## src/hw/wdrt_pkg.sv

```systemverilog
package wdrt_pkg;

  // register offsets inside the clock chip window (byte wide)
  localparam logic [3:0] OFS_CMD   = 4'hB;
  localparam logic [3:0] OFS_TOLO  = 4'hC;   // hundredths and tenths digits
  localparam logic [3:0] OFS_TOHI  = 4'hD;   // tens and units of seconds

  // command byte field positions
  localparam int CMD_FLAG   = 1;
  localparam int CMD_EN     = 3;
  localparam int CMD_PULSE  = 4;
  localparam int CMD_POL    = 5;
  localparam int CMD_SEL    = 6;
  localparam int CMD_XFER   = 7;
  localparam logic [7:0] CMD_RW_MASK = 8'hFA;  // bits 0 and 2 unused
  localparam logic [7:0] CMD_RST     = 8'h00;
  localparam logic [7:0] TO_RST      = 8'h00;

  // board control register layout
  localparam int BCR_WDEN = 0;
  localparam logic [7:0] BCR_RST = 8'h00;

  // timing: clock rate, count step, halt-to-reset delay, reset hold
  localparam int CLK_KHZ      = 125000;
  localparam int STEP_TIME_MS = 10;
  localparam int HALT_TIME_MS = 300;
  localparam int STEP_CYC     = STEP_TIME_MS * CLK_KHZ;
  localparam int HALT_CYC     = HALT_TIME_MS * CLK_KHZ;
  localparam int RST_HOLD_CYC = 16;

  // sequencer states, one-hot
  typedef enum logic [2:0] {
    ST_RUN  = 3'b001,
    ST_WAIT = 3'b010,
    ST_RST  = 3'b100
  } wdrt_state_t;

endpackage

```

## src/hw/wdrt_count_if.sv

```systemverilog
`timescale 1ns/1ps
// carries load, step and count value between sequencer and counter
interface wdrt_count_if;
  logic        load;
  logic [15:0] loadVal;
  logic        step;
  logic [15:0] value;
  logic        zero;

  modport owner   (output load, loadVal, step, input value, zero);
  modport counter (input load, loadVal, step, output value, zero);
endinterface

```

## src/hw/wdrt_step_div.sv

```systemverilog
`timescale 1ns/1ps
// divides mclk down to a one-cycle enable every STEP_CYC cycles
module wdrt_step_div #(
  parameter int STEP_CYC = wdrt_pkg::STEP_CYC
) (
  input  wire logic mclk,     // system clock
  input  wire logic rst,      // async reset, active high
  input  wire logic restart,  // restart a full period
  output logic      step      // one-cycle step enable
);
  logic [31:0] divCnt_r;
  wire         wrap = (divCnt_r == 32'(STEP_CYC - 1));

  // free counter, restarted on every reload so the first step is full length
  always_ff @(posedge mclk or posedge rst) begin
    if (rst) begin
      divCnt_r <= 32'h0;
      step     <= 1'b0;
    end else begin
      divCnt_r <= (restart || wrap) ? 32'h0 : divCnt_r + 32'h1;
      step     <= wrap && !restart;
    end
  end
endmodule

```

## src/hw/wdrt_bcd_count.sv

```systemverilog
`timescale 1ns/1ps
// four-digit bcd down counter that holds at zero
module wdrt_bcd_count (
  input wire logic   mclk,  // system clock
  input wire logic   rst,   // async reset, active high
  wdrt_count_if.counter cif // load, step and value
);
  logic [15:0] val_r;

  // one bcd step down, borrowing through all four digits
  function automatic logic [15:0] bcdDec(input logic [15:0] v);
    logic [15:0] r;
    logic        borrow;
    r      = v;
    borrow = 1'b1;
    for (int i = 0; i < 4; i++) begin
      if (borrow) begin
        if (v[i*4 +: 4] == 4'h0) begin
          r[i*4 +: 4] = 4'h9;
        end else begin
          r[i*4 +: 4] = v[i*4 +: 4] - 4'h1;
          borrow      = 1'b0;
        end
      end
    end
    return r;
  endfunction

  assign cif.value = val_r;
  assign cif.zero  = (val_r == 16'h0000);

  // reload wins over a step; zero holds without wrapping
  always_ff @(posedge mclk or posedge rst) begin
    if (rst) begin
      val_r <= 16'h0000;
    end else if (cif.load) begin
      val_r <= cif.loadVal;
    end else if (cif.step && !cif.zero) begin
      val_r <= bcdDec(val_r);
    end
  end
endmodule

```

## src/hw/wdrt_top.sv

```systemverilog
`timescale 1ns/1ps
module wdrt_top #(
  parameter int STEP_CYC = wdrt_pkg::STEP_CYC,  // cycles per hundredth of a second
  parameter int HALT_CYC = wdrt_pkg::HALT_CYC   // cycles from halt to board reset
) (
  input  wire logic       mclk,       // 125 MHz clock
  input  wire logic       rst,        // async reset, active high
  input  wire logic       busSel,     // clock chip access strobe
  input  wire logic       busWr,      // 1 write, 0 read
  input  wire logic [3:0] busAddr,    // byte offset in chip window
  input  wire logic [7:0] busWdata,   // write data
  output logic      [7:0] busRdata,   // read data, next cycle
  input  wire logic       ctlWr,      // board control write strobe
  input  wire logic [7:0] ctlWdata,   // board control write data
  output logic      [7:0] ctlRdata,   // board control contents
  input  wire logic       causeClr,   // clear reset-cause bit
  output logic            causeWdog,  // last reset came from watchdog
  output logic            haltReq,    // one-cycle halt request
  output logic            boardReset, // board hardware reset
  output logic            wdIrqA,     // interrupt line a
  output logic            wdIrqB      // interrupt line b
);

  // ---------------------------------------------------------------
  // storage
  // ---------------------------------------------------------------
  logic [7:0]            cmd_r;
  logic [7:0]            toLo_r;
  logic [7:0]            toHi_r;
  logic [7:0]            bcr_r;
  logic                  armed_r;
  logic                  cause_r;
  wdrt_pkg::wdrt_state_t state_r;
  wdrt_pkg::wdrt_state_t state_nxt;
  logic [31:0]           delay_r;
  logic [31:0]           delay_nxt;
  logic [7:0]            rdata_nxt;
  logic                  pulseIrq_r;

  wdrt_count_if cif ();

  // ---------------------------------------------------------------
  // bus decode
  // ---------------------------------------------------------------
  wire hitCmd   = busSel && (busAddr == wdrt_pkg::OFS_CMD);
  wire hitLo    = busSel && (busAddr == wdrt_pkg::OFS_TOLO);
  wire hitHi    = busSel && (busAddr == wdrt_pkg::OFS_TOHI);
  wire hitAny   = hitCmd || hitLo || hitHi;
  wire wrCmd    = hitCmd && busWr;
  wire wrLo     = hitLo && busWr;
  wire wrHi     = hitHi && busWr;

  // command byte fields
  wire wdOn     = cmd_r[wdrt_pkg::CMD_EN];
  wire pulseMd  = cmd_r[wdrt_pkg::CMD_PULSE];
  wire polHigh  = cmd_r[wdrt_pkg::CMD_POL];
  wire selB     = cmd_r[wdrt_pkg::CMD_SEL];
  wire flag     = cmd_r[wdrt_pkg::CMD_FLAG];
  wire boardEn  = bcr_r[wdrt_pkg::BCR_WDEN];

  // timeout image as the counter sees it, after this cycle's writes
  wire [7:0]  newLo   = wrLo ? busWdata : toLo_r;
  wire [7:0]  newHi   = wrHi ? busWdata : toHi_r;
  wire [15:0] newTo   = {newHi, newLo};

  // ---------------------------------------------------------------
  // counter hookup
  // ---------------------------------------------------------------
  // any access to the command or timeout bytes, read or write, restores the programmed timeout
  assign cif.load    = hitAny;
  assign cif.loadVal = newTo;

  wdrt_step_div #(
    .STEP_CYC (STEP_CYC)
  ) u_div (
    .mclk    (mclk),
    .rst     (rst),
    .restart (hitAny),
    .step    (cif.step)
  );

  wdrt_bcd_count u_cnt (
    .mclk (mclk),
    .rst  (rst),
    .cif  (cif)
  );

  // expiry: armed, enabled and the count has run out
  wire expire   = armed_r && wdOn && cif.zero && !hitAny;
  wire inRun    = (state_r == wdrt_pkg::ST_RUN);
  wire fire     = expire && inRun;
  wire delayEnd = (delay_r == 32'h0);

  // ---------------------------------------------------------------
  // read mux
  // ---------------------------------------------------------------
  always_comb begin
    rdata_nxt = 8'h00;
    if (hitCmd) begin
      rdata_nxt = cmd_r & wdrt_pkg::CMD_RW_MASK;
    end else if (hitLo) begin
      rdata_nxt = toLo_r;
    end else if (hitHi) begin
      rdata_nxt = toHi_r;
    end
  end

  // read data returns one cycle after the strobe; zero otherwise
  always_ff @(posedge mclk or posedge rst) begin
    if (rst) begin
      busRdata <= 8'h00;
    end else begin
      busRdata <= (busSel && !busWr) ? rdata_nxt : 8'h00;
    end
  end

  // ---------------------------------------------------------------
  // timeout registers
  // ---------------------------------------------------------------
  // two bcd bytes, stored as written
  always_ff @(posedge mclk or posedge rst) begin
    if (rst) begin
      toLo_r <= wdrt_pkg::TO_RST;
      toHi_r <= wdrt_pkg::TO_RST;
    end else begin
      toLo_r <= newLo;
      toHi_r <= newHi;
    end
  end

  // ---------------------------------------------------------------
  // command byte
  // ---------------------------------------------------------------
  // software writes the rw fields; expiry sets the flag and wins
  always_ff @(posedge mclk or posedge rst) begin
    if (rst) begin
      cmd_r <= wdrt_pkg::CMD_RST;
    end else begin
      if (wrCmd) begin
        cmd_r <= busWdata & wdrt_pkg::CMD_RW_MASK;
      end
      if (fire) begin
        cmd_r[wdrt_pkg::CMD_FLAG] <= 1'b1;
      end
    end
  end

  // ---------------------------------------------------------------
  // arming
  // ---------------------------------------------------------------
  // a reload with a nonzero timeout arms; expiry disarms until reload
  always_ff @(posedge mclk or posedge rst) begin
    if (rst) begin
      armed_r <= 1'b0;
    end else if (hitAny) begin
      armed_r <= (newTo != 16'h0000);
    end else if (fire) begin
      armed_r <= 1'b0;
    end
  end

  // ---------------------------------------------------------------
  // board control register
  // ---------------------------------------------------------------
  // comes up cleared; the board reset clears it again
  always_ff @(posedge mclk or posedge rst) begin
    if (rst) begin
      bcr_r <= wdrt_pkg::BCR_RST;
    end else if (state_r == wdrt_pkg::ST_RST) begin
      bcr_r <= wdrt_pkg::BCR_RST;
    end else if (ctlWr) begin
      bcr_r <= ctlWdata;
    end
  end

  always_ff @(posedge mclk or posedge rst) begin
    if (rst) begin
      ctlRdata <= wdrt_pkg::BCR_RST;
    end else begin
      ctlRdata <= bcr_r;
    end
  end

  // ---------------------------------------------------------------
  // halt then reset sequencer
  // ---------------------------------------------------------------
  always_comb begin
    state_nxt = state_r;
    delay_nxt = delay_r;
    case (state_r)
      wdrt_pkg::ST_RUN: begin
        if (fire) begin
          state_nxt = wdrt_pkg::ST_WAIT;
          delay_nxt = 32'(HALT_CYC - 1);
        end
      end
      wdrt_pkg::ST_WAIT: begin
        if (!delayEnd) begin
          delay_nxt = delay_r - 32'h1;
        end else if (boardEn) begin
          state_nxt = wdrt_pkg::ST_RST;
          delay_nxt = 32'(wdrt_pkg::RST_HOLD_CYC - 1);
        end else begin
          state_nxt = wdrt_pkg::ST_RUN;
        end
      end
      wdrt_pkg::ST_RST: begin
        if (!delayEnd) begin
          delay_nxt = delay_r - 32'h1;
        end else begin
          state_nxt = wdrt_pkg::ST_RUN;
        end
      end
      default: begin
        state_nxt = wdrt_pkg::ST_RUN;
        delay_nxt = 32'h0;
      end
    endcase
  end

  always_ff @(posedge mclk or posedge rst) begin
    if (rst) begin
      state_r <= wdrt_pkg::ST_RUN;
      delay_r <= 32'h0;
    end else begin
      state_r <= state_nxt;
      delay_r <= delay_nxt;
    end
  end

  // halt pulse and board reset, both from flops
  always_ff @(posedge mclk or posedge rst) begin
    if (rst) begin
      haltReq    <= 1'b0;
      boardReset <= 1'b0;
    end else begin
      haltReq    <= fire;
      boardReset <= (state_nxt == wdrt_pkg::ST_RST);
    end
  end

  // ---------------------------------------------------------------
  // reset cause
  // ---------------------------------------------------------------
  // set when the watchdog resets the board; set wins over clear
  always_ff @(posedge mclk or posedge rst) begin
    if (rst) begin
      cause_r <= 1'b0;
    end else if (state_nxt == wdrt_pkg::ST_RST) begin
      cause_r <= 1'b1;
    end else if (causeClr) begin
      cause_r <= 1'b0;
    end
  end

  assign causeWdog = cause_r;

  // ---------------------------------------------------------------
  // interrupt lines
  // ---------------------------------------------------------------
  // pulse mode: one cycle at expiry; level mode: follows the flag
  always_ff @(posedge mclk or posedge rst) begin
    if (rst) begin
      pulseIrq_r <= 1'b0;
    end else begin
      pulseIrq_r <= pulseMd ? fire : (flag || fire);
    end
  end

  // selected line carries the event at the chosen polarity
  always_ff @(posedge mclk or posedge rst) begin
    if (rst) begin
      wdIrqA <= 1'b1;                                       // idle level of the active-low default
      wdIrqB <= 1'b1;                                       // idle level of the active-low default
    end else begin
      wdIrqA <= (!selB && pulseIrq_r) ? polHigh : !polHigh;
      wdIrqB <= (selB && pulseIrq_r) ? polHigh : !polHigh;
    end
  end

endmodule

```

## config.mk

```make
export PLATFORM = sky130hd
export DESIGN_NAME = wdrt_top
export DESIGN_NICKNAME = d
export VERILOG_FILES = /design/src/hw/wdrt_pkg.sv /design/src/hw/wdrt_count_if.sv /design/src/hw/wdrt_step_div.sv /design/src/hw/wdrt_bcd_count.sv /design/src/hw/wdrt_top.sv
export SDC_FILE = /design/constraint.sdc
export NUM_CORES = 1
export LEC_CHECK = 0
export BUFFER_PORTS_ARGS = -buffer_cell sky130_fd_sc_hd__buf_2
export CAP_MARGIN = 20
export CORE_MARGIN = 1.5
export CORE_UTILIZATION = 53
export CTS_BUF_LIST = sky130_fd_sc_hd__clkbuf_16
export DETAILED_ROUTE_END_ITERATION = 7
export PLACE_DENSITY = 0.74
export SYNTH_ARGS = -nofsm -noshare
export SYNTH_HDL_FRONTEND = slang
export SYNTH_SLANG_ARGS = --single-unit
```

## constraint.sdc

```tcl
create_clock -name mclk -period 3.9 [get_ports mclk]
set_clock_uncertainty 0.1 [all_clocks]
set_input_delay 0.195 -clock mclk [delete_from_list [all_inputs] [get_ports mclk]]
set_output_delay 0.195 -clock mclk [all_outputs]
set_load 0.02 [all_outputs]
```

Word level (Yosys, flattened, before mapping)
Index checks and enable logic that the tools add are counted.
Widths: inputs -> output; s select.
Operators by class
  add/subtract/negate cells: 6
  eq/ne operators: 11
  multiplexer cells: 48
  reductions and logical operators: 43
Operator list (count)
  $mux 32: 5
  $pmux 32 s3: 1
  $mux 8: 8
  $add 32x1->32 const B: 1
  $eq 32x21->1 const B: 1
  $logic_not 32->1: 1
  $mux 16: 2
  $sub 32x1->32 const B: 1
  $mux 4: 7
  $mux 1: 19
  $logic_not 16->1: 1
  $logic_not 4->1: 4
  $reduce_bool 16->1: 1
  $reduce_bool 2->1: 8
  $sub 4x1->4 const B: 4
  $logic_and 1x1->1: 15
  $eq 4x4->1 const B: 3
  $mux 3: 4
  $pmux 3 s3: 1
  $eq 3x3->1 const B: 2
  $reduce_and 2->1: 3
  $logic_not 1->1: 5
  $logic_or 1x1->1: 4
  $eq 3x1->1 const B: 1
  6 further kinds: 6
Word-level totals
  bits in registers: 137
  logic and storage cells: 130

Depth between registers and ports, before layout
Gate-level depths: netlist of the first run.
  depth in word-level cells: 14
  mapped depth: 9
  gate-level depth less buffers: 8

Modules after synthesis
From an unflattened synthesis of the first run, not the netlist that was laid out.
Unflattened totals
  cells, all modules: 721
  area, all modules: 7174.4 um^2
By module, submodules not included
  wdrt_top: instances 1, cells each 413, area each 4380.5 um^2
  wdrt_step_div: instances 1, cells each 199, area each 1845.5 um^2
  wdrt_bcd_count: instances 1, cells each 109, area each 948.4 um^2

Worst setup path after synthesis of the first run
OpenSTA, ideal clock, no wires.
  path type: flip-flop to flip-flop
  from: register delay_r[18]
  to: register delay_r[2]
  library setup time: 0.119 ns
  arrival time: 2.569 ns
  path slack: 1.112 ns
  stages on the path, launching flop included: 10
  period minus slack after synthesis: 2.788 ns
  cell sequence: dfrtp_1 -> or4_1 -> buf_2 -> or4b_4 -> nor4_4 -> buf_6 -> o2bb2ai_4 -> buf_6 -> a21oi_1 -> o21a_1
On the way
  word-level cells in the longest chain between the ends: 3
  elaborated cells between the ends (all ways): 6
Ends and longest elaborated chain
  start: declaration: line wdrt_top.sv:35  | logic [31:0] delay_r;
  start signal: assignment: line wdrt_top.sv:227  | delay_r <= delay_nxt;
  $logic_not 32->1 *: line wdrt_top.sv:92  | wire delayEnd = (delay_r == 32'h0);
  $ne 3x3->1 (no source line) (tied with other cells)
  $reduce_and 3->1 (no source line) / $pmux 32 s3 (equally long branches)
Mark *: on every way between the ends. The rest lies on a longest branch, timed or not.
A chain may end at the register's enable or synchronous reset.

Worst setup path after layout of the first run
  from: register delay_r[18]
  to: register delay_r[10]
The elaborated chain is that of the path after synthesis.

==> results.md, run 1 <==
- Outcome: complete, no violations
- RSZ-0062 raised after global routing: no
- Htree depth: 4
- Reg area: 3430 um^2
- CTS root buf: clkbuf_16
- Arr. time, crit path: 3.44 ns
- Worst EP required: 4.10 ns
- Yosys reg bits: 137
- Final Util: 63.4%
- Met2 Use GR: 39.2%
- Clk sinks: 137
- Largest net degree at the start of global routing: 138
- Hold crit path type: in2reg
- EDFF count, synth: 0
- DRT Pass-1 Iters: 5
- Syn Area/Cell: 9.93 um^2
- Layout net count: 776
- Vias in the first global route: 5270
- Worst skew pair latency: 0.42 ns
- Share of layout cells above drive strength 1: 16.8%
- Leakage power: 3.52 nW
- Final worst slack: 0.657 ns
- Sw Share: 31.0%
- Die Y: 116 um
- Filler cells: 1005
- VDD IR max: 0.303 mV
- Critical path fanouts, max: 24
- Peak Freq: 308 MHz
- Clock Tree Buf Depth: 2
- PwrDens: 547 nW/um^2
- Count of input and output buffers: 46
- First-pass GRT wire length: 24400 um
- Setup crit start kind: flip-flop
- Power share of the clock group: 38.1%
- Die W: 116 um
- Worst slack, placed: 0.684 ns
- Met1 usage: 28.8%
- Slew Viols, Final: 0
- Mapped Area: 6780 um^2
- CTS buffer count: 17
- Drt drc: 0
- Crit path time final: 3.24 ns
- FFs w/ async S/R, synth: 100%
- Setup tns final: 0 ns
- Met3 Resource Use GR: 5.71%
- Final hold violation count: 0
- Synth unique cells: 61
- Core area: 12600 um^2
- Combinational Power Share: 20.1%
- MaxCap Viol Count: 0
- First DRT Iteration DRCs: 432
- Worst slew pin tran: 1.10 ns
- Via count: 5476
- GRT Total Usage: 23.1%
- GRT Max-Usage Layer: met2
- Number of setup buffers added after CTS: 0
- Row cnt: 41
- Synthesized Nets: 712
- WHS: 0.0239 ns
- Antenna cells: 0
- Yosys warns: 0
- Die area: 13500 um^2
- Final worst path period share: 83.1%
- Total grt overflow: 0
- RD Place Congestion: 0.838
- TritonCTS clock tree: built
- Crit path kind: reg2reg
- Psw: 1.35 mW
- Antenna violations before repair: 0
- Area growth syn-to-layout: 17.4%
- Critical path capture point type: flip-flop
- Drt total wl: 14700 um
- Main synth FF type: dfrtp_1
- Seq pwr share: 41.8%
- Initial core utilization: 54.0%
- DRT antenna net count: 0
- Cell count after synthesis: 683
- Worst hold stages: 2
- I/O pins: 47
- Post-CTS Resized: 0
- Clock Pin Slew Worst Setup and Hold Paths: 0.06 ns
- Worst slew margin: 26.8%
- HPWL Detailed: 9840 um
- Hold-fix buffers, CTS: 19
- Vias per cell: 5.88
- Area of the multi-input gates: 3160 um^2
- Final Setup Violations: 0
- Internal: 3.00 mW
- Worst Reg-to-Reg Cells: 7
- Seq/Total Area, Yosys: 50.6%
- DR WL/cell: 15.8 um
[worst max-delay path: stages, from the launching register on]
cell and delay (ns):
dfrtp_1 0.44, or4_1 0.70, or4b_4 0.59, nor4_4 0.40
buf_4 0.24, a2bb2oi_2 0.27, o21a_1 0.21, o22a_1 0.17
[layout make-up]
type                            count  area share, %
Inverter                           16          0.801
Tap cell                          172           2.70
Timing Repair Buffer               71           6.00
Sequential cell                   137           43.1
Clock buffer                       17           5.34
Multi-Input combinational cell    504           39.7
Clock inverter                     15           2.39
[cell families (layout without fill, tap and decap cells)]
family                   Yosys count  count (layout)  synth area share, %
adder cells (fa/ha/maj)            3               3                0.553
AO/OA/AOI/OAI                    137             137                 13.4
XOR/XNOR                          34              34                 4.39
multiplexers                      42              42                 6.64
AND/OR/NAND/NOR                  288             288                 21.6
buffers and inverters             42             119                 2.86
flip-flops                       137             137                 50.6
[layout by cell type, fill, tap and decap left out, drive strengths merged, types with 17 or more instances in the layout]
cell type    count
a21oi           37
nor3            25
buf             52
nand2           55
xnor2           17
inv             21
o21ai           28
xor2            17
nor2            91
dlygate4sd3     19
clkbuf          17
dfrtp          134
nor4            20
mux2            24
nand3           21
a31oi           26
mux2i           18
[power by group through the flow]
stage                     Sequential [mW]  Clock (mW)  Combinational, mW
final                                1.82        1.66              0.875
after global routing                 1.85        1.76              0.971
after CTS                            1.81        1.69              0.872
after detailed placement             1.84           0              0.855
after global placement               1.82           0              0.824
after floorplan                      1.80           0              0.668
[cell usage after synthesis (all sizes together), types with 2 or more instances]
master / n / area share, %
nand2: 55 / 3.0
dfrtp: 134 / 49
nand4: 11 / 1.0
nor3: 25 / 1.8
or4: 11 / 1.2
nand3b: 5 / 0.55
nand2b: 8 / 0.74
buf: 11 / 1.1
or3: 10 / 0.92
o22a: 6 / 0.77
dfstp: 3 / 1.2
nand3: 21 / 1.5
o2bb2ai: 3 / 0.66
o31a: 2 / 0.26
or4b: 3 / 0.50
a31oi: 26 / 2.4
nor2b: 2 / 0.18
ha: 3 / 0.55
o21a: 9 / 1.0
o311ai: 2 / 0.26
nor4: 20 / 2.2
and3: 7 / 0.65
a21o: 6 / 0.77
and4: 4 / 0.52
mux2i: 18 / 2.7
xor2: 17 / 2.2
or2: 4 / 0.37
o211ai: 3 / 0.33
o21ai: 28 / 2.1
nor4b: 4 / 0.52
o31ai: 3 / 0.33
a211o: 2 / 0.26
inv: 16 / 0.89
xnor2: 17 / 2.2
mux2: 24 / 4.0
nor2: 91 / 5.0
a41oi: 2 / 0.26
a21oi: 37 / 2.8
a2bb2oi: 2 / 0.35
nor3b: 4 / 0.44
clkbuf: 15 / 0.83
[metal layers]
layer / share of wire, % / vias up
met5: 0 / -
met4: 1.8 / 0
met3: 5.2 / 29
met2: 49 / 171
met1: 44 / 2669
li1: - / 2607
[path summary, 6_finish.rpt]
| path | start | endpoint | slack, ns |
|---|---|---|---|
| max in group asynchronous | rst | u_div.divCnt_r[6] | 2.75 |
| hold / removal | busWdata[0] | toHi_r[0] | 0.02 |
| setup / recovery | delay_r[18] | delay_r[10] | 0.66 |
| setup reg to reg | delay_r[18] | delay_r[10] | 0.66 |
| hold reg to reg | bcr_r[2] | ctlRdata[2] | 0.27 |
| min in group asynchronous | rst | haltReq | 0.44 |
[metrics by stage]
step / instance area, um^2 / cells / power, mW
6_report: 7960 / 932 / 4.35
5_1_grt: 7960 / 932 / 4.58
4_1_cts: 7960 / 932 / 4.38
3_5_place_dp: 7160 / 881 / 2.69
3_3_place_gp: 7160 / 881 / 2.65
2_1_floorplan: 6790 / 683 / 2.47
[sequential cells by signal, indices dropped and copies added (netlist names)]
name / cells
state_r: 3
causeWdog: 1
cmd_r: 6
wdIrqA: 1
bcr_r: 8
busRdata: 8
u_div.step: 1
pulseIrq_r: 1
armed_r: 1
toLo_r: 8
u_cnt.cif.value: 16
haltReq: 1
wdIrqB: 1
u_div.divCnt_r: 32
toHi_r: 8
delay_r: 32
ctlRdata: 8
boardReset: 1
Power figures use the tool's default switching activity.
==> inputs of run 2 (changes only) <==
- PLACE_DENSITY: 0.74 -> 0.71
- clock period: 3.9 -> 3.4 ns (I/O delays scaled with it)
==> results.md, run 2 (synthesized netlist as in run 1, its figures left out) <==
- Outcome: complete, no violations
- Crit path time final: 2.92 ns (-0.327 ns)
- DRT antenna net count: 0 (unchanged)
- Number of setup buffers added after CTS: 0 (unchanged)
- PwrDens: 621 nW/um^2 (+14%)
- Setup crit start kind: flip-flop
- Count of input and output buffers: 46 (unchanged)
- CTS root buf: clkbuf_16
- Clock Tree Buf Depth: 2 (unchanged)
- Top sig layer: met4
- Arr. time, crit path: 3.16 ns (-0.28 ns)
- Drt total wl: 14900 um (+1.2%)
- Vias in the first global route: 5339 (+1.3%)
- Final Setup Violations: 0 (unchanged)
- Worst EP required: 3.64 ns (-0.46 ns)
- Seq pwr share: 41.8% (about the same)
- Htree depth: 4 (unchanged)
- RD Place Congestion: 0.867 (+3.5%)
- Final instance area: 8020 um^2 (+0.69%)
- Internal: 3.45 mW (+15%)
- Die Y: 116 um (unchanged)
- Initial core utilization: 54.0% (unchanged)
- Critical Path Start: delay_r[0]
- Met3 WL: 660 um (-14%)
- Met2 wire len: 7220 um (-0.69%)
- Total grt overflow: 0 (unchanged)
- Slew Viols, Final: 0 (unchanged)
- Drt drc: 0 (unchanged)
- Final worst path period share: 85.7% (+2.6 points)
- FF-to-FF Start: delay_r[0]
- HPWL Detailed: 10100 um (+2.2%)
- DRT Pass-1 Iters: 5 (unchanged)
- Critical path capture point type: flip-flop
- Core area: 12600 um^2 (unchanged)
- Hold Crit Start: ctlWr
- Peak Freq: 343 MHz (+11%)
- VDD IR max: 0.382 mV (+26%)
- Most common cell after layout, fill and taps aside: dfrtp_1
- Worst skew pair latency: 0.42 ns (about the same)
- Antenna cells: 0 (unchanged)
- Combinational Power Share: 20.7% (+0.6 points)
- MaxCap Viol Count: 0 (unchanged)
- Via count: 5455 (-0.38%)
- GRT Total Usage: 24.0% (+0.90 points)
- Clk sinks: 137 (unchanged)
- I/O pins: 47 (unchanged)
- Post-DP Area: 7220 um^2 (+0.84%)
- Power share of the clock group: 37.4% (-0.7 points)
- Area growth syn-to-layout: 18.2%
- Hold-fix buffers, CTS: 20 (+1)
- Vias per cell: 5.80 (-1.3%)
- Worst slew pin tran: 0.962 ns (-0.135 ns)
- Psw: 1.53 mW (+13%)
- First DRT Iteration DRCs: 362 (-16%)
- Hold crit path type: in2reg
- Die area: 13500 um^2 (unchanged)
- Critical path fanouts, max: 5 (-79%)
- Crit path kind: reg2reg
- Leakage power: 3.55 nW (+0.84%)
- RSZ-0062 raised after global routing: no
- Antenna violations before repair: 0 (unchanged)
- Post-CTS Resized: 0 (unchanged)
- Die W: 116 um (unchanged)
- Sw Share: 30.8% (-0.25 points)
- TritonCTS clock tree: built
- First-pass GRT wire length: 25400 um (+4.2%)
- Layout net count: 785 (+1.2%)
- CTS buffer count: 17 (unchanged)
- DRT met1 WL: 6770 um (+5.2%)
- Worst slew margin: 35.6% (+8.8 points)
- Final hold violation count: 0 (unchanged)
- DR WL/cell: 15.8 um (+0.23%)
- Row cnt: 41 (unchanged)
- Clock Pin Slew Worst Setup and Hold Paths: 0.06 ns (about the same)
- Largest net degree at the start of global routing: 60 (-57%)
- Share of layout cells above drive strength 1: 17.4% (+0.58 points)
- Setup tns final: 0 ns (unchanged)
- Most frequent cells in the layout: dfrtp_1, nor2_1, nand2_1
-- run 2: cell types whose count changed in the layout (fill, tap and decap cells not counted) --
| cell | change |
|---|---|
| buf_4 | +8 |
| clkinv_4 | -1 |
| inv_8 | -1 |
| clkinv_1 | +2 |
| dlygate4sd3_1 | +1 |
| inv_6 | -2 |
| clkinvlp_4 | +2 |
-- run 2: through the flow --
step | setup WS, ns | total power [mW] | hold WS, ns | util [%] | std cells
2_1_floorplan | 0.612 | 2.83 | 0.169 | - | 683
3_3_place_gp | 0.572 | 3.07 | 0.0622 | 57.4 | 889
3_5_place_dp | 0.516 | 3.10 | 0.0643 | 57.4 | 889
4_1_cts | 0.495 | 5.00 | 0.0843 | 63.8 | 941
5_1_grt | 0.235 | 5.24 | 0.112 | 63.8 | 941
6_report | 0.485 | 4.98 | 0.0942 | 63.8 | 941
-- run 2: critical path: stages, from the launching register on --
cell	delay [ns]
dfrtp_1	0.40
inv_1	0.11
ha_1	0.19
or4b_2	0.67
nor4_1	0.35
nor3b_1	0.34
nand2_1	0.11
or4_1	0.40
o211ai_1	0.16
-- run 2: per-layer routing --
layer / track usage (%) / vias up
li1: - / 2623
met1: 31.5 / 2658
met2: 39.3 / 151
met3: 4.83 / 23
met4: 9.51 / 0
met5: 0 / -
-- run 2: final timing paths --
| path | end | slack [ns] | cells after the start |
|---|---|---|---|
| worst min register to register | ctlRdata[5] | 0.29 | 0 |
| worst max register to register | delay_r[14] | 0.48 | 8 |
| max in group asynchronous | u_div.divCnt_r[22] | 2.13 | 4 |
| worst min-delay path | bcr_r[6] | 0.09 | 3 |
| worst max-delay path | delay_r[14] | 0.48 | 8 |
| min in group asynchronous | bcr_r[7] | 0.19 | 3 |
-- run 2: area by class of cell --
cell class	count	area, um^2
clock buffers	17	425
clock inverters	15	175
fillers	978	4550
inverters	16	63.8
multi-input cells	504	3160
flip-flops and latches	137	3430
well taps	172	215
repair buffers	80	548
-- run 2: power groups by stage --
stage	sequential [mW]	clock [mW]	combinational [mW]
after floorplan	2.07	0	0.766
after global placement	2.09	0	0.978
after detailed placement	2.10	0	1.00
after CTS	2.08	1.89	1.03
after global routing	2.12	1.97	1.16
final	2.08	1.86	1.03
==> inputs of run 3 (changes only) <==
- SYNTH_HIERARCHICAL: not set -> 1
==> results.md, run 3 <==
- Post-CTS Resized: 0 (unchanged)
- Crit path time final: 3.01 ns (+0.0949 ns)
- Vias per cell: 6.16 (+6.2%)
- Final worst path period share: 88.5% (+2.8 points)
- EDFF count, synth: 0 (unchanged)
- Main synth FF type: dfrtp_1
- Total grt overflow: 0 (unchanged)
- Critical path's slowest cell: nor4_2
- Mapped Area: 7170 um^2 (+5.8%)
- Clock Tree Buf Depth: 2 (unchanged)
- Peak Freq: 332 MHz (-3.2%)
- Seq pwr share: 41.2% (-0.6 points)
- Reg2Reg Capture Point: delay_r[14]
- Most frequent cells in the layout: dfrtp_1, nor2_1, a21oi_1
- Worst-path cell chain: nor4_2 -> and4_1 -> and3_1 -> nand2_1 -> o21a_1 -> a21oi_2 -> buf_4 -> o21ai_0 -> a22o_1
- CTS root buf: clkbuf_16
- Area growth syn-to-layout: 16.0%
- Final Setup Violations: 0 (unchanged)
- Critical path capture point type: flip-flop
- I/O pins: 47 (unchanged)
- FF-to-FF Start: u_cnt/cif.value[4]
- Clock Pin Slew Worst Setup and Hold Paths: 0.06 ns (about the same)
- Syn Area/Cell: 9.95 um^2 (+0.18%)
- Share of layout cells above drive strength 1: 18.7% (+1.2 points)
- Setup crit start kind: flip-flop
- Slew Viols, Final: 0 (unchanged)
- Htree depth: 4 (unchanged)
- Row cnt: 42 (+2.4%)
- Adder-cell area share of the yosys netlist: 0.523% (-0.030 points)
- Core area: 13200 um^2 (+5.4%)
- Die Y: 119 um (+2.8%)
- Clk sinks: 137 (unchanged)
- Layout net count: 814 (+3.7%)
- Arr. time, crit path: 3.21 ns (+0.05 ns)
- HPWL Detailed: 11300 um (+12%)
- Internal: 3.70 mW (+7.4%)
- Initial core utilization: 54.2% (+0.20 points)
- Cell count after synthesis: 721 (+5.6%)
- Hold endpoint: bcr_r[0]
- Commonest cells post-synth: dfrtp_1, nor2_1, a21oi_1
- Antenna violations before repair: 0 (unchanged)
- Hold crit path type: in2reg
- Worst slew margin: 51.5% (+16 points)
- Worst skew pair latency: 0.42 ns (about the same)
- Final hold violation count: 0 (unchanged)
- GRT Total Usage: 25.6% (+1.6 points)
- DRT antenna net count: 0 (unchanged)
- Drt total wl: 17200 um (+15%)
- Power share of the clock group: 34.5% (-2.9 points)
- Leakage power: 3.49 nW (-1.7%)
- Die area: 14200 um^2 (+5.6%)
- Die W: 119 um (+2.8%)
- First-pass GRT wire length: 29400 um (+16%)
- Cell with the most instances after synthesis: dfrtp_1
- Seq/Total Area, Yosys: 47.8% (-2.8 points)
- Count of input and output buffers: 46 (unchanged)
- Crit path max-delay family: simple AND/OR/NAND/NOR gates
- Yosys warns: 6 (+6)
- Critical path fanouts, max: 11 (+6)
- Most common cell after layout, fill and taps aside: dfrtp_1
- CTS buffer count: 17 (unchanged)
- Compound-Gate Fraction of Synth Area: 14.4% (+1.1 points)
- Reg area: 3430 um^2 (unchanged)
- Final worst slack: 0.390 ns (-0.0949 ns)
- First DRT Iteration DRCs: 501 (+38%)
- Largest net degree at the start of global routing: 42 (-30%)
- Worst hold stages: 3 (unchanged)
- DR WL/cell: 17.7 um (+11%)
- Synthesized Nets: 750 (+5.3%)
- Worst slack, placed: 0.448 ns (-0.0671 ns)
- Vias in the first global route: 5928 (+11%)
- Antenna cells: 0 (unchanged)
- Crit path buf inv count: 1 (unchanged)
- FFs w/ async S/R, synth: 100% (unchanged)
- Mux cell area share after synthesis: 6.52% (-0.12 points)
- RD Place Congestion: 0.877 (+1.2%)
- Worst Reg-to-Reg Cells: 9 (+1)
- Combinational Power Share: 24.3% (+3.6 points)
- Psw: 1.82 mW (+19%)
- WHS: 0.0909 ns (-0.00325 ns)
- MaxCap Viol Count: 0 (unchanged)
- Area of the multi-input gates: 3490 um^2 (+10%)
- Worst slew pin tran: 0.728 ns (-0.235 ns)
- Drt drc: 0 (unchanged)
- Worst R2R Setup Slack: 0.39 ns (-0.09 ns)
- Outcome: complete, no violations
- Worst EP required: 3.60 ns (-0.04 ns)
- Critical Path Start: u_cnt/cif.value[4]
- TritonCTS clock tree: built
- VDD IR max: 0.386 mV (+1.0%)
- Crit path kind: reg2reg
- Yosys reg bits: 137 (unchanged)
- Area share of the largest cell type after synthesis: 46.7% (-2.7 points)
- XOR/XNOR share of the synthesized area: 2.44% (-1.9 points)
- Sw Share: 33.0% (+2.2 points)
- Synthesized-area fraction occupied by and/or/nand/nor cells: 24.6% (+3.0 points)
- PwrDens: 664 nW/um^2 (+6.9%)
- Largest area contributor in the netlist: dfrtp_1
- Synth unique cells: 72 (+18%)
- Setup tns final: 0 ns (unchanged)
- RSZ-0062 raised after global routing: no
- Filler cells: 1092 (+12%)
- Max incr delay on CP: 0.52 ns (-0.15 ns)
- Largest family of logic cells by synthesized area: simple AND/OR/NAND/NOR gates
- Via count: 5998 (+10%)
- Top area cells in the synthesized netlist: dfrtp_1, nor2_1, a21oi_1
- DRT Pass-1 Iters: 5 (unchanged)
- Hold Crit Start: ctlWr
run 3: cell count changes after synthesis, moves of 5 or more:
cell       change
a21oi_1       +19
a31oi_1       -21
buf_6          +5
nand2_1       -17
nand4_1        +6
nor2_1        -16
o21a_1         -6
o21ai_0       +18
o22a_1         -6
o22ai_1        +5
o2bb2ai_1      +7
o31ai_1       +12
or4_1         +12
xor2_1        -10
run 3: power by group through the flow:
stage          sequential [mW]  clock (mW)  combinational [mW]
2_1_floorplan             2.21           0                1.05
3_3_place_gp              2.27           0                1.26
4_1_cts                   2.27        1.93                1.33
5_1_grt                   2.32        2.01                1.50
6_report                  2.28        1.91                1.34
3_5_place_dp              2.29           0                1.30
run 3: cells by family (layout without fill, tap and decap cells):
logic type | count (synthesis) | count (layout)
AO/OA/AOI/OAI | 168 | 168
XOR/XNOR | 20 | 20
adder cells (fa/ha/maj) | 3 | 3
buffers and inverters | 49 | 126
flip-flops | 137 | 137
multiplexers | 44 | 44
AND/OR/NAND/NOR | 300 | 300
run 3: worst max path at each step:
stage | end | slack [ns] | cells after the start
floorplan | delay_r[11] | 0.61 | 9
CTS | delay_r[11] | 0.43 | 8
detailed placement | delay_r[11] | 0.45 | 8
finish | delay_r[14] | 0.39 | 9
global route | delay_r[14] | 0.15 | 9
global placement | delay_r[11] | 0.53 | 8
run 3: worst reg2reg max path: stages, from the launching register on:
cell	delay, ns
dfrtp_1	0.42
nor4_2	0.52
and4_1	0.33
and3_1	0.19
nand2_1	0.06
o21a_1	0.30
a21oi_2	0.39
buf_4	0.25
o21ai_0	0.11
a22o_1	0.24
run 3: cell type report:
| class | count | share of cell area (%) |
|---|---|---|
| multi-input cells | 535 | 41.9 |
| flip-flops and latches | 137 | 41.3 |
| repair buffers | 76 | 6.05 |
| clock buffers | 17 | 5.11 |
| well taps | 176 | 2.65 |
| clock inverters | 15 | 2.20 |
| inverters | 18 | 0.827 |
run 3: metal layers:
layer | track usage (%) | wire (um) | up-vias
met3 | 4.89 | 730 | 37
met1 | 33.6 | 7570 | 2953
met2 | 42.1 | 8470 | 175
met4 | 10.1 | 419 | 0
met5 | 0 | 0 | -
li1 | - | - | 2833
run 3: per-stage QoR:
step,power [mW],instances,cell area [um^2],util [%]
6_report,5.52,974,8320,62.8
2_1_floorplan,3.26,721,7170,-
4_1_cts,5.54,974,8320,62.8
5_1_grt,5.83,974,8320,62.8
3_3_place_gp,3.52,923,7520,56.8
3_5_place_dp,3.59,923,7520,56.8
run 3: repair_timing:
action,in CTS,in global routing
hold endpoints to repair,114,0
setup buffers,0,0
hold buffers,19,0
